==> src/itt_regs.svh <==
// register offsets, field positions, reset values and timing counts
`ifndef ITT_REGS_SVH
`define ITT_REGS_SVH

// ----------------------------------------------------------------------
// offsets
// ----------------------------------------------------------------------
`define ITT_ADDR_W 4
`define ITT_OFS_IRQ_STATUS 4'h0
`define ITT_OFS_IRQ_MASK 4'h1
`define ITT_OFS_TIMER 4'hd
`define ITT_OFS_TXQ 4'he
`define ITT_OFS_RESET 4'hf

// ----------------------------------------------------------------------
// fields
// ----------------------------------------------------------------------
`define ITT_TIMER_INTERVAL_LSB 0
`define ITT_TIMER_USAGE_LSB 4
`define ITT_TXQ_UNDERRUN_BIT 5
`define ITT_RST_WHOLE_BIT 0
`define ITT_RST_RX_BIT 1
`define ITT_RST_TX_BIT 2
`define ITT_RST_BAD_CRC_BIT 4
`define ITT_IRQ_TIMEOUT_BIT 0
`define ITT_IRQ_UNDERRUN_BIT 1
`define ITT_IRQ_RX_EOF_BIT 2
`define ITT_IRQ_RX_FULL_BIT 3
`define ITT_IRQ_TX_DONE_BIT 4
`define ITT_IRQ_TX_EMPTY_BIT 5

// ----------------------------------------------------------------------
// reset values and codes
// ----------------------------------------------------------------------
`define ITT_INTERVAL_RESET 4'hf
`define ITT_USAGE_PROG 4'h2
`define ITT_USAGE_OFF 4'h6
`define ITT_IRQ_MASK_RESET 6'h00
`define ITT_PRIO_MAX 4'hf

// ----------------------------------------------------------------------
// timing
// ----------------------------------------------------------------------
`define ITT_STEP_US 127000
`define ITT_CLK_MHZ 125
`define ITT_STEP_CYCLES (`ITT_STEP_US * `ITT_CLK_MHZ)

`endif

==> src/itt_pkg.sv <==
// types shared by the timer and HDLC control register slice
package itt_pkg;

	typedef enum logic [1:0] {
		ITT_TMR_IDLE = 2'b01,
		ITT_TMR_RUN = 2'b10
	} itt_tmr_state_t;

	typedef struct packed {
		itt_tmr_state_t tmr_state;
		logic [3:0] interval;
		logic [3:0] usage;
		logic [23:0] prescale;
		logic [4:0] steps_left;
		logic timeout;
		logic underrun_abort_flag;
		logic [3:0] prio_count;
		logic force_bad_crc;
		logic whole_rst;
		logic rx_rst;
		logic tx_rst;
		logic [5:0] irq_status;
		logic [5:0] irq_mask;
		logic irq;
		logic [7:0] rd_data;
	} itt_state_t;

endpackage

==> src/itt_ctrl.sv <==
// timer, transmit queue status and soft reset register slice
`include "itt_regs.svh"

module itt_ctrl
	import itt_pkg::*;
#(
	parameter int unsigned STEP_CYCLES = `ITT_STEP_CYCLES
) (
	input wire logic clk_i,
	input wire logic srst_i,
	input wire logic [`ITT_ADDR_W-1:0] addr_i,
	input wire logic [7:0] wr_data_i,
	input wire logic wr_i,
	input wire logic rd_i,
	output logic [7:0] rd_data_o,
	input wire logic timer_start_i,
	input wire logic [4:0] tx_queue_space_i,
	input wire logic underrun_abort_i,
	input wire logic dchan_bit_valid_i,
	input wire logic dchan_bit_i,
	input wire logic rx_eof_i,
	input wire logic rx_full_i,
	input wire logic tx_done_i,
	input wire logic tx_empty_i,
	output logic timer_running_o,
	output logic timeout_o,
	output logic whole_controller_soft_reset_o,
	output logic receiver_soft_reset_o,
	output logic transmitter_soft_reset_o,
	output logic force_bad_crc_o,
	output logic irq_o
);

	localparam logic [23:0] STEP_LAST = 24'(STEP_CYCLES - 1);

	itt_state_t s_reg;
	itt_state_t s_next;

	// ------------------------------------------------------------------
	// next state
	// ------------------------------------------------------------------
	always_comb begin
		logic wr_timer;
		logic wr_rst;
		logic rd_txq;
		logic [5:0] ev;
		logic [5:0] clr;
		wr_timer = wr_i && addr_i == `ITT_OFS_TIMER;
		wr_rst = wr_i && addr_i == `ITT_OFS_RESET;
		rd_txq = rd_i && addr_i == `ITT_OFS_TXQ;
		s_next = s_reg;
		s_next.timeout = 1'b0;

		// soft reset strobes are one cycle wide
		s_next.whole_rst = wr_rst && wr_data_i[`ITT_RST_WHOLE_BIT];
		s_next.rx_rst = wr_rst && wr_data_i[`ITT_RST_RX_BIT];
		s_next.tx_rst = wr_rst && wr_data_i[`ITT_RST_TX_BIT];
		if (wr_rst) begin
			// bits 5-7 have no storage
			s_next.force_bad_crc = wr_data_i[`ITT_RST_BAD_CRC_BIT];
		end

		// timer configuration, untouched by soft resets
		if (wr_timer) begin
			s_next.interval = wr_data_i[3:0];
			if (wr_data_i[7:4] == `ITT_USAGE_PROG ||
					wr_data_i[7:4] == `ITT_USAGE_OFF) begin
				s_next.usage = wr_data_i[7:4];
			end
		end

		// timer
		unique case (s_reg.tmr_state)
			ITT_TMR_IDLE: begin
				if (timer_start_i && s_reg.usage == `ITT_USAGE_PROG) begin
					s_next.tmr_state = ITT_TMR_RUN;
					s_next.prescale = 24'h000000;
					s_next.steps_left = {1'b0, s_reg.interval} + 5'h01;
				end
			end
			ITT_TMR_RUN: begin
				if (s_reg.usage == `ITT_USAGE_OFF) begin
					s_next.tmr_state = ITT_TMR_IDLE;
				end else if (timer_start_i) begin
					s_next.prescale = 24'h000000;
					s_next.steps_left = {1'b0, s_reg.interval} + 5'h01;
				end else if (s_reg.prescale == STEP_LAST) begin
					s_next.prescale = 24'h000000;
					if (s_reg.steps_left == 5'h01) begin
						s_next.tmr_state = ITT_TMR_IDLE;
						s_next.timeout = 1'b1;
					end else begin
						s_next.steps_left = s_reg.steps_left - 5'h01;
					end
				end else begin
					s_next.prescale = s_reg.prescale + 24'h000001;
				end
			end
		endcase

		// consecutive ones on the D channel, saturating
		if (s_reg.whole_rst) begin
			s_next.prio_count = 4'h0;
		end else if (dchan_bit_valid_i) begin
			if (!dchan_bit_i) begin
				s_next.prio_count = 4'h0;
			end else if (s_reg.prio_count != `ITT_PRIO_MAX) begin
				s_next.prio_count = s_reg.prio_count + 4'h1;
			end
		end

		// underrun flag: cleared by a read, a whole controller reset or a transmitter reset, set wins
		if (rd_txq || s_reg.whole_rst || s_reg.tx_rst) begin
			s_next.underrun_abort_flag = 1'b0;
		end
		if (underrun_abort_i) begin
			s_next.underrun_abort_flag = 1'b1;
		end

		// sticky interrupt status
		ev = 6'h00;
		ev[`ITT_IRQ_TIMEOUT_BIT] = s_reg.timeout;
		ev[`ITT_IRQ_UNDERRUN_BIT] = underrun_abort_i;
		ev[`ITT_IRQ_RX_EOF_BIT] = rx_eof_i;
		ev[`ITT_IRQ_RX_FULL_BIT] = rx_full_i;
		ev[`ITT_IRQ_TX_DONE_BIT] = tx_done_i;
		ev[`ITT_IRQ_TX_EMPTY_BIT] = tx_empty_i;
		clr = 6'h00;
		if (wr_i && addr_i == `ITT_OFS_IRQ_STATUS) begin
			clr = wr_data_i[5:0];
		end
		if (s_reg.rx_rst || s_reg.whole_rst) begin
			clr[`ITT_IRQ_RX_EOF_BIT] = 1'b1;
			clr[`ITT_IRQ_RX_FULL_BIT] = 1'b1;
		end
		if (s_reg.tx_rst || s_reg.whole_rst) begin
			clr[`ITT_IRQ_TX_DONE_BIT] = 1'b1;
			clr[`ITT_IRQ_TX_EMPTY_BIT] = 1'b1;
			clr[`ITT_IRQ_UNDERRUN_BIT] = 1'b1;
		end
		s_next.irq_status = (s_reg.irq_status & ~clr) | ev;
		if (wr_i && addr_i == `ITT_OFS_IRQ_MASK) begin
			s_next.irq_mask = wr_data_i[5:0];
		end
		s_next.irq = |(s_next.irq_status & s_next.irq_mask);

		// read data stands only in the cycle after the strobe
		s_next.rd_data = 8'h00;
		if (rd_i) begin
			unique case (addr_i)
				`ITT_OFS_IRQ_STATUS: s_next.rd_data = {2'h0, s_reg.irq_status};
				`ITT_OFS_IRQ_MASK: s_next.rd_data = {2'h0, s_reg.irq_mask};
				`ITT_OFS_TIMER: s_next.rd_data = {s_reg.usage, s_reg.interval};
				`ITT_OFS_TXQ: begin
					s_next.rd_data = {2'h0, s_reg.underrun_abort_flag,
						tx_queue_space_i};
				end
				`ITT_OFS_RESET: begin
					s_next.rd_data = {3'h0, s_reg.force_bad_crc,
						s_reg.prio_count};
				end
				default: s_next.rd_data = 8'h00;
			endcase
		end
	end

	// ------------------------------------------------------------------
	// state register, reset as a whole only by the hardware reset; soft resets clear some fields
	// ------------------------------------------------------------------
	always_ff @(posedge clk_i) begin
		if (srst_i) begin
			s_reg.tmr_state <= ITT_TMR_IDLE;
			s_reg.interval <= `ITT_INTERVAL_RESET;
			s_reg.usage <= `ITT_USAGE_PROG;
			s_reg.prescale <= 24'h000000;
			s_reg.steps_left <= 5'h00;
			s_reg.timeout <= 1'b0;
			s_reg.underrun_abort_flag <= 1'b0;
			s_reg.prio_count <= 4'h0;
			s_reg.force_bad_crc <= 1'b0;
			s_reg.whole_rst <= 1'b0;
			s_reg.rx_rst <= 1'b0;
			s_reg.tx_rst <= 1'b0;
			s_reg.irq_status <= 6'h00;
			s_reg.irq_mask <= `ITT_IRQ_MASK_RESET;
			s_reg.irq <= 1'b0;
			s_reg.rd_data <= 8'h00;
		end else begin
			s_reg <= s_next;
		end
	end

	// ------------------------------------------------------------------
	// outputs
	// ------------------------------------------------------------------
	assign rd_data_o = s_reg.rd_data;
	assign timer_running_o = s_reg.tmr_state == ITT_TMR_RUN;
	assign timeout_o = s_reg.timeout;
	assign whole_controller_soft_reset_o = s_reg.whole_rst;
	assign receiver_soft_reset_o = s_reg.rx_rst;
	assign transmitter_soft_reset_o = s_reg.tx_rst;
	assign force_bad_crc_o = s_reg.force_bad_crc;
	assign irq_o = s_reg.irq;

endmodule

==> config.mk <==
export PLATFORM = sky130hd
export DESIGN_NAME = itt_ctrl
export DESIGN_NICKNAME = d
export VERILOG_FILES = /design/src/itt_pkg.sv /design/src/itt_ctrl.sv
export VERILOG_INCLUDE_DIRS = /design/src
export SDC_FILE = /design/constraint.sdc
export NUM_CORES = 1
export LEC_CHECK = 0
export ABC_AREA = 1
export BUFFER_PORTS_ARGS = -buffer_cell sky130_fd_sc_hd__buf_4
export CAP_MARGIN = 15
export CORE_ASPECT_RATIO = 1.2
export CORE_MARGIN = 4
export CORE_UTILIZATION = 30
export DETAILED_ROUTE_END_ITERATION = 12
export GPL_TIMING_DRIVEN = 0
export SLEW_MARGIN = 20
export SYNTH_ARGS = -nofsm -noshare
export SYNTH_HDL_FRONTEND = slang
export SYNTH_SLANG_ARGS = --single-unit
==> constraint.sdc <==
create_clock -name clk_i -period 2.74 [get_ports clk_i]
set_clock_uncertainty 0.05 [all_clocks]
set_input_delay 0.685 -clock clk_i [delete_from_list [all_inputs] [get_ports clk_i]]
set_output_delay 0.685 -clock clk_i [all_outputs]
set_load 0.01 [all_outputs]
Word level (Yosys, flattened, before mapping)
Cells that the tools add are included.

storage, ports and cells
  bits in registers = 70
  input bits = 29
  output and inout bits = 15
  logic and storage cells = 98

operators by class
  $add $sub $neg = 4
  equal/unequal tests = 21
  muxes and demuxes = 25
  bitwise gates (word level) = 7
  reduce and logical (&&, ||, !) cells = 25

operator list
  cell                                                              count
  29-bit two-way mux                                                2
  29-bit one-hot mux with 2 select lines                            1
  8-bit one-hot mux with 5 select lines                             1
  30-bit two-way mux                                                1
  24-bit by 1-bit adder with 24-bit output (second input constant)  1
  24-bit == test (second input constant)                            1
  24-bit two-way mux                                                1
  6-bit two-way mux                                                 3
  2-bit two-way mux                                                 7
  6-bit bitwise AND                                                 2
  4-bit == test (second input constant)                             3
  1-bit logical AND                                                 9
  4-bit by 2-bit == test with 1-bit output (second input constant)  2
  4-bit by 3-bit == test with 1-bit output (second input constant)  2
  4-bit two-way mux                                                 2
  4-bit AND reduction                                               2
  3-bit by 1-bit != test with 1-bit output (second input constant)  2
  3-bit by 2-bit != test with 1-bit output (second input constant)  2
  6-bit inverter                                                    1
  6-bit OR                                                          1
  2-bit AND reduction                                               3
  6-bit OR reduction                                                1
  4-bit by 1-bit adder with 5-bit output (second input constant)    1
  5-bit by 1-bit == test with 1-bit output (second input constant)  1
  other kinds (18)                                                  30

Longest topological paths before layout
Gate-level depths: netlist of the first run.

  word-level depth = 9
  mapped depth = 12
  depth with buffers taken out = 12

Worst setup path before layout of the first run
OpenSTA, ideal clock, no wires.

  kind = input port to flip-flop
  from = in timer_start_i
  to = reg s_reg[43] (netlist bit)
  library setup time = 0.116 ns
  data arrival time = 1.640 ns
  data required time = 2.574 ns
  slack = 0.934 ns
  cell stages on the path = 9
  buffers on the path = 1
  cells stage by stage = buf_2 > nand3_1 > nand2_1 > nand2_4 > inv_6 > nand2_1 > nor2_1 > nand2_1 > and3_1

on the way
  word-level cells in the longest chain between the ends = 3
  elaborated cells between the ends (all ways) = 6
  those cells by class = eq/ne (1); mux (3); reduce/logical (2)

ends and longest elaborated chain
  what                                                                           line             text
  start: declaration                                                             itt_ctrl.sv:16   input wire logic timer_start_i,
  29-bit two-way mux or 1-bit logical AND (tied branches)                        --
  30-bit two-way mux or 2-bit != test (tied branches)                            --
  29-bit one-hot mux with 2 select lines or 2-bit AND reduction (tied branches)  --
  end signal: assignment                                                         itt_ctrl.sv:189  s_reg <= s_next;
  end: declaration                                                               itt_ctrl.sv:36   itt_state_t s_reg;

Parallel ways exist; a longest one is shown, timed or not. The select of a mux whose other input is x is not followed.
A chain may end at the register's enable or synchronous reset.

Worst setup path after layout of the first run
  from = in addr_i[0]
  to = reg s_reg, in the netlist irq_o

on the way
  word-level cells in the longest chain between the ends = 9
  elaborated cells between the ends (all ways) = 14
  those cells by class = eq/ne (1); mux (5); bitwise (4); reduce/logical (4)

ends and longest elaborated chain
  what                                       line             text
  start: declaration                         itt_ctrl.sv:11   input wire logic [`ITT_ADDR_W-1:0] addr_i,
  4-bit zero test                            --
  1-bit logical AND (no source line)         --
  6-bit two-way mux                          itt_ctrl.sv:129  if (wr_i && addr_i == `ITT_OFS_IRQ_STATUS) begin
  1-bit two-way mux (tied with other cells)  itt_ctrl.sv:136  if (s_reg.tx_rst || s_reg.whole_rst) begin
  6-bit inverter                             itt_ctrl.sv:141  s_next.irq_status = (s_reg.irq_status & ~clr) | ev;
  6-bit bitwise AND                          itt_ctrl.sv:141
  6-bit OR                                   itt_ctrl.sv:141
  6-bit bitwise AND *                        itt_ctrl.sv:145  s_next.irq = |(s_next.irq_status & s_next.irq_mask);
  6-bit OR reduction *                       itt_ctrl.sv:145

Mark *: on every way between the ends. The rest lies on a longest branch, timed or not.

==> metrics.txt, run 1 <==
status complete, no violations; TNS Setup 0 ns; crit path from addr_i[0]; layout cells sized above 1 16.0%; grt peak-use layer met2; total power draw 2.62 mW; IO buf count 41; WL/cell 13.0 microns; cts bufs inserted 9; Startpoint Class input pin; largest net degree at the start of global routing 13; Final Cycle Share 73.1%; TritonCTS clock tree built; die height 135 microns; max-cap violations 0; post-place setup slack 0.436 ns; initial antenna violation count 0; DRT Wirelength 10900 microns; Worst-path clk slew 0.06 ns; final core occ 36.8%; Hold Path Origin s_reg[63]; Yosys top cell by area dfxtp_1; Max VDD drop 0.284 mV; ranking of synthesized cells by area dfxtp_1 35%, nand2_1 14%, inv_1 8.5%; RSZ-0062 raised after global routing no; critical path arrival 2.14 ns; post-route ant nets 0; global-route wire length before repair 18300 microns; later-pin clock latency in the skew report 0.33 ns; top cells by count, synth 150 x nand2_1, 91 x inv_1, 90 x nor2_1; max reg flops 56; Crit Path Category input pin to flip-flop; Slew @ Worst Pin 0.618 ns; Design Area, Final 0.00487 sq mm; post-synthesis net count 647; Cell Area, Synth 0.00404 sq mm; share of the synthesized area in the top cell type 34.7%; Critical Path End Type flip-flop; total die area 0.0154 sq mm; flops & latches, synth 70; Yosys cell types 40; fin crit period 2.00 ns; Post-CTS Setup Bufs 0; Max Slew Vio Count 0; syn avg cell area 6.59 sq um; Final Hold Viols 0; post-CTS sizing 0; Synth Flop Type dfxtp_1; Placed Cells 822; total track usage 14.8%; Max clock buf depth 2; Synth-to-Final Area Change 20.6%; FMAX 0.499 GHz; Max-slew headroom 58.8%; row count 46; Critical Path RT 2.88 ns; crit path setup slack, layout 0.736 ns; async set or reset register ratio after synthesis 0%; GR Layer Usage met2 26.9%; final hold slack 0.432 ns; number of DRC markers in iteration 0 202; vias in the first global route 3893; dpl hpwl 8470 microns; vias after detailed routing 3927; TritonRoute pass-1 iters 5; DR vias/cell 4.69; GR Layer Usage met1 17.1%; Final setup viols 0; routability-driven placement congestion ratio 0.866; placed inst area 0.00456 sq mm; CP max FO 6; Seq/Total Area, Yosys 34.7%; CTS Sinks 70; H-Tree Level Count 3; Leak Pwr 2.14 nW; Antenna diodes 0; Initial Util 30.5%; reg2reg start s_reg[37]; Warnings, synthesis 0; Hold/Removal Path Class flip-flop to flip-flop; # IOs 44; count leader, synth nand2_1; Post-CTS Hold Fix Bufs 0; Post-Syn Instances 613; fill count 1461; Non-Filler Instances 837; die width 114 microns; number of enable flip-flop cells after synthesis 0; CTS Root Cell clkbuf_16; Core Area 0.0132 sq mm; GR Overflow Total 0; Pwr Density 537 mW/mm^2; fin nets 699; Global Route met3 Usage 2.37%; Remaining DRCs 0
[worst paths after layout]
check,end,slack [ns],cells past startpoint
setup / recovery,irq_o,0.74,11
hold / removal,s_reg[63],0.43,2
setup reg to reg,s_reg[40],0.83,11
hold reg to reg,s_reg[63],0.43,2
[placed cells by master (no fill, tap or decap), drive strengths merged, types with 2 or more instances in the layout]
cell	instances
a211oi	4
a21oi	27
a31oi	3
and3	3
buf	54
bufinv	2
clkbuf	13
clkinv	4
dfxtp	70
ha	5
inv	94
nand2	157
nand3	45
nand4	17
nor2	105
nor3	16
nor3b	4
nor4	3
o211ai	4
o21ai	20
o22ai	4
or2	3
xor2	8
[kinds of logic (layout without fill, tap and decap cells)]
| logic type | after synthesis | after routing | share of synthesized area (%) |
|---|---|---|---|
| compound gates | 64 | 64 | 9.07 |
| xor+xnor | 8 | 8 | 1.73 |
| fa+ha+maj | 5 | 5 | 1.55 |
| buf+inv | 111 | 167 | 12.0 |
| flops | 70 | 70 | 34.7 |
| simple gates | 355 | 355 | 41.0 |
[routing by layer]
layer	wire length [microns]	up-vias
met5	0	-
met4	250	0
met3	411	19
met2	5530	102
met1	4710	1754
li1	-	2052
[cell type report]
class                           count  area (sq um)  share of cell area (%)
Sequential cell                    70          1400                    28.8
Clock buffer                        9           225                    4.62
Multi-Input combinational cell    432          2160                    44.2
Tap cell                          168           210                    4.31
Inverter                           94           358                    7.34
Timing Repair Buffer               41           308                    6.32
Buffer                             17           126                    2.59
Clock inverter                      6          87.6                    1.80
[report_power, final]
group          total (mW)  internal [mW]  leakage, nW  switching, mW
clock                1.27          0.792        0.155          0.476
sequential           1.06           1.05        0.569         0.0167
combinational       0.288          0.108         1.41          0.180
total                2.62           1.95         2.14          0.673
[critical path, stage by stage]
cell and delay (ns):
buf_4 0.13, nor2_1 0.27, nand2_1 0.25, nor2_4 0.23
nand2_1 0.08, nand2_1 0.08, nand2_1 0.05, nand2_1 0.07
nand2_1 0.07, nor2_1 0.12, a21oi_1 0.09
Note: power is estimated with default switching activity, not from simulation.
==> inputs of run 2 (changes only) <==
clock period = 1.8 ns   (was 2.74 ns; I/O delays follow)
==> metrics.txt, run 2 (synthesis results as in run 1) <==
Synth-to-Final Area Change 23.1%; fin nets 706; DR vias/cell 4.65; critical path arrival 1.84 ns; max reg flops 56; Placed Cells 822; Critical Path End Type flip-flop; FMAX 0.586 GHz; fill count 1453; post-place setup slack -0.269 ns; number of DRC markers in iteration 0 186; largest net degree at the start of global routing 13; TritonRoute pass-1 iters 4; met2 wire len 5610 microns; Crit Path Category input pin to flip-flop; Antenna diodes 0; Non-Filler Instances 844; leading cell types in the layout, fill and taps excluded 148 x nand2_1, 91 x inv_1, 86 x nor2_1, 67 x dfxtp_1, 58 x buf_4; total track usage 14.8%; later-pin clock latency in the skew report 0.33 ns; Max Slew Vio Count 0; GR Overflow Total 0; DR WL met3 426 microns; Remaining DRCs 0; Max VDD drop 0.419 mV; Hold/Removal Path Class input pin to flip-flop; crit path setup slack, layout 0.0926 ns; combinational fraction of design power 11.1%; layout cells sized above 1 18.3%; routability-driven placement congestion ratio 0.866; die height 135 microns; Final Cycle Share 94.9%; DRT Wirelength 11000 microns; CP max FO 6; fin crit period 1.71 ns; Final setup viols 0; dpl hpwl 8470 microns; CTS Sinks 70; DRT met1 WL 4750 microns; TritonCTS clock tree built; status complete, no violations; CTS Root Cell clkbuf_16; cts bufs inserted 9; vias in the first global route 3906; Max-slew headroom 57.9%; Max clock buf depth 2; Final Hold Viols 0; Reg power frac 40.4%; post-route ant nets 0; NetSw 1.04 mW; internal cell power 2.97 mW; Initial Util 30.5%; Highest Signal Layer met4; power share of the clock group 48.5%; Pwr Density 806 mW/mm^2; # IOs 44; row count 46; die width 114 microns; total die area 0.0154 sq mm; Critical Path RT 1.94 ns; Core Area 0.0132 sq mm; IO buf count 41; initial antenna violation count 0; Worst-path clk slew 0.06 ns; Slew @ Worst Pin 0.632 ns; Leak Pwr 2.17 nW; WL/cell 13.1 microns; H-Tree Level Count 3; vias after detailed routing 3925; Startpoint Class input pin; commonest non-fill, non-tap cell in the layout nand2_1; switch share 26.0%; global-route wire length before repair 18300 microns; max-cap violations 0; total power draw 4.01 mW
-- run 2: cell types whose count changed in the layout (fill, tap and decap cells not counted), sizes merged --
cell	before	now
buf	54	61
-- run 2: path summary, 6_finish.rpt --
kind | start | endpoint | slack, ns | cells past startpoint
hold / removal | wr_data_i[2] | s_reg[66] | 0.31 | 3
hold reg to reg | s_reg[63] | s_reg[63] | 0.43 | 2
setup / recovery | addr_i[0] | irq_o | 0.09 | 11
setup reg to reg | s_reg[37] | s_reg[40] | 0.10 | 11
-- run 2: cell type report --
class	count	area, sq um	area share (%)
multi-input cells	432	2200	44.3
flip-flops and latches	70	1410	28.3
repair buffers	48	360	7.25
inverters	94	358	7.19
clock buffers	9	225	4.53
well taps	168	210	4.23
plain buffers	17	126	2.54
clock inverters	6	87.6	1.76
-- run 2: timing repair --
action,CTS,global route
hold buffers,0,0
buffers inserted,3,4
endpoints found under the setup margin,18,30
pin swaps,2,8
gates resized for setup,3,11
-- run 2: power by group through the flow --
stage / Clock (mW) / Sequential [mW] / Combinational [mW]
6_report: 1.94 / 1.62 / 0.446
5_1_grt: 2.03 / 1.62 / 0.503
4_1_cts: 1.97 / 1.62 / 0.444
3_5_place_dp: 0 / 1.65 / 0.440
3_3_place_gp: 0 / 1.65 / 0.439
2_1_floorplan: 0 / 1.65 / 0.294
-- run 2: stage by stage --
step / hold slack [ns] / instance area (sq um) / setup TNS, ns / utilization [%]
2_1_floorplan: 0.387 / 4040 / 0 / -
3_3_place_gp: 0.407 / 4560 / -1.79 / 34.4
3_5_place_dp: 0.416 / 4560 / -2.04 / 34.4
4_1_cts: 0.302 / 4900 / 0 / 37.0
5_1_grt: 0.324 / 4970 / -0.00911 / 37.6
6_report: 0.308 / 4970 / 0 / 37.6
-- run 2: critical path: stages --
cell and delay [ns]:
buf_4 0.14, nor2_1 0.30, nand2_2 0.18, nor2_4 0.21, nand2_1 0.08, nand2_1 0.08, nand2_1 0.05, nand2_1 0.07
nand2_1 0.07, nor2_1 0.13, a21oi_1 0.09
-- run 2: routing by layer --
metal,global-route usage (%),vias to the layer above
li1,-,2064
met1,17.1,1746
met2,26.9,95
met3,2.46,20
met4,5.74,0
met5,0,-
==> inputs of run 3 (changes only) <==
--- a/config.mk
+++ b/config.mk
@@ -16,2 +16,4 @@
 export GPL_TIMING_DRIVEN = 0
+export PLACE_DENSITY_LB_ADDON = 0.15
+export SETUP_SLACK_MARGIN = 0.02
 export SLEW_MARGIN = 20
==> constraint.sdc (replaced) <==
create_clock -name clk_i -period 1.8 [get_ports clk_i]
set_clock_uncertainty 0.05 [all_clocks]
set_input_delay 0.18 -clock clk_i [delete_from_list [all_inputs] [get_ports clk_i]]
set_output_delay 0.18 -clock clk_i [all_outputs]
set_load 0.01 [all_outputs]
==> metrics.txt, run 3 (synthesis results as in run 1) <==
Max VDD drop 0.488 mV; Remaining DRCs 0; Leak Pwr 2.18 nW; vias in the first global route 3813; power share of the clock group 46.2%; total power draw 3.85 mW; WL/cell 14.0 microns; final hold slack 0.0393 ns; R2R setup slack 0.08 ns; Max-slew headroom 61.3%; vias after detailed routing 3959; max-cap violations 0; internal cell power 2.86 mW; H-Tree Level Count 3; final core occ 37.6%; later-pin clock latency in the skew report 0.34 ns; IO buf count 41; TritonCTS clock tree built; leading cell types in the layout, fill and taps excluded 148 x nand2_1, 89 x inv_1, 88 x nor2_1, 65 x dfxtp_1, 58 x buf_4; cts bufs inserted 9; hold path cells 3; slowest CP cell dfxtp_2; status complete, no violations; Slew @ Worst Pin 0.580 ns; die width 114 microns; Critical Path End Type flip-flop; reg2reg start s_reg[37]; CP cell instances ha_4 > nand2_2 > nor2_4 > buf_4 > nand3_1 > nor2_1 > nand3_1 > o21ai_1 > nor2_1; # IOs 44; WHS Endpoint rd_data_o[2]; NetSw 0.990 mW; Placed Cells 822; routability-driven placement congestion ratio 0.860; Design Area, Final 0.00497 sq mm; Crit Path Category flip-flop to flip-flop; GR Overflow Total 0; layout cells sized above 1 18.6%; post-place setup slack -0.146 ns; Post-CTS Hold Fix Bufs 0; global-route wire length before repair 18800 microns; row count 46; max reg flops 56; Final setup viols 0; Reg-to-Reg End s_reg[50]; worst r2r path cells 9; CTS Sinks 70; Critical Path RT 1.98 ns; TNS Setup 0 ns; Hold Path Origin tx_queue_space_i[2]; initial antenna violation count 0; crit path setup slack, layout 0.0842 ns; largest net degree at the start of global routing 12; Pwr Density 775 mW/mm^2; total die area 0.0154 sq mm; commonest non-fill, non-tap cell in the layout nand2_1; max incr delay on CP 0.36 ns; FMAX 0.583 GHz; number of DRC markers in iteration 0 210; CP max FO 3; fin nets 707; RSZ-0062 raised after global routing yes; Final Cycle Share 95.3%; dpl hpwl 9320 microns; Reg power frac 42.0%; Startpoint Class flip-flop; combinational fraction of design power 11.8%; critical path arrival 1.90 ns; CTS Root Cell clkbuf_16; Max clock buf depth 2; Core Area 0.0132 sq mm; post-route ant nets 0; placed inst area 0.00456 sq mm; fill count 1488; Antenna diodes 0; Synth-to-Final Area Change 23.0%; Final Hold Viols 0; Non-Filler Instances 845; total track usage 15.7%; fin crit period 1.72 ns; switch share 25.7%; DR vias/cell 4.69; Initial Util 30.5%; die height 135 microns; Hold/Removal Path Class input pin to flip-flop; TritonRoute pass-1 iters 4; DRT Wirelength 11800 microns; Max Slew Vio Count 0; Worst-path clk slew 0.06 ns
[run 3: changes by cell type in the layout (fill, tap and decap cells not counted), moves of 2 or more]
cell	before	now
inv_2	2	4
clkinv_4	2	0
nor2_2	12	9
nor2_1	86	88
dfxtp_2	3	5
dfxtp_1	67	65
inv_1	91	89
[run 3: worst max path at each step]
stage	from	slack [ns]	to
3_5_place_dp	s_reg[37]	-0.15	s_reg[40]
6_report	s_reg[37]	0.08	s_reg[50]
4_1_cts	s_reg[36]	0.03	s_reg[56]
5_1_grt	s_reg[46]	0.01	s_reg[56]
3_3_place_gp	s_reg[37]	-0.13	s_reg[40]
2_1_floorplan	s_reg[37]	0.24	s_reg[40]
[run 3: power by group through the flow]
stage	Clock [mW]	Sequential [mW]	Combinational, mW
after floorplan	0	1.65	0.294
after global placement	0	1.65	0.445
after detailed placement	0	1.65	0.448
after CTS	1.82	1.62	0.453
after global routing	1.88	1.62	0.513
final	1.78	1.62	0.454
[run 3: area by class of cell]
type	count	area [sq um]	area share, %
Multi-Input combinational cell	432	2210	44.4
Sequential cell	70	1410	28.3
Timing Repair Buffer	49	368	7.40
Inverter	94	358	7.20
Clock buffer	11	243	4.88
Tap cell	168	210	4.23
Buffer	17	130	2.62
Clock inverter	4	47.5	0.956
[run 3: worst max-delay path: cells and delay by family (launching register included)]
kind	cells	cell delay (ns)
flops	1	0.36
simple gates	6	0.79
buf+inv	1	0.13
compound gates	1	0.14
fa+ha+maj	1	0.15
[run 3: layer usage]
metal | vias up | wire length (microns) | track usage (%)
li1 | 2069 | - | -
met1 | 1780 | 5030 | 18.1
met2 | 84 | 5960 | 27.3
met3 | 26 | 429 | 2.77
met4 | 0 | 429 | 8.84
met5 | - | 0 | 0
[run 3: what timing repair did]
action                     in CTS  in global routing
setup endpoints to repair      22                 25
buffers inserted                5                  3
resized for setup               7                 12
pin swaps                       6                  5
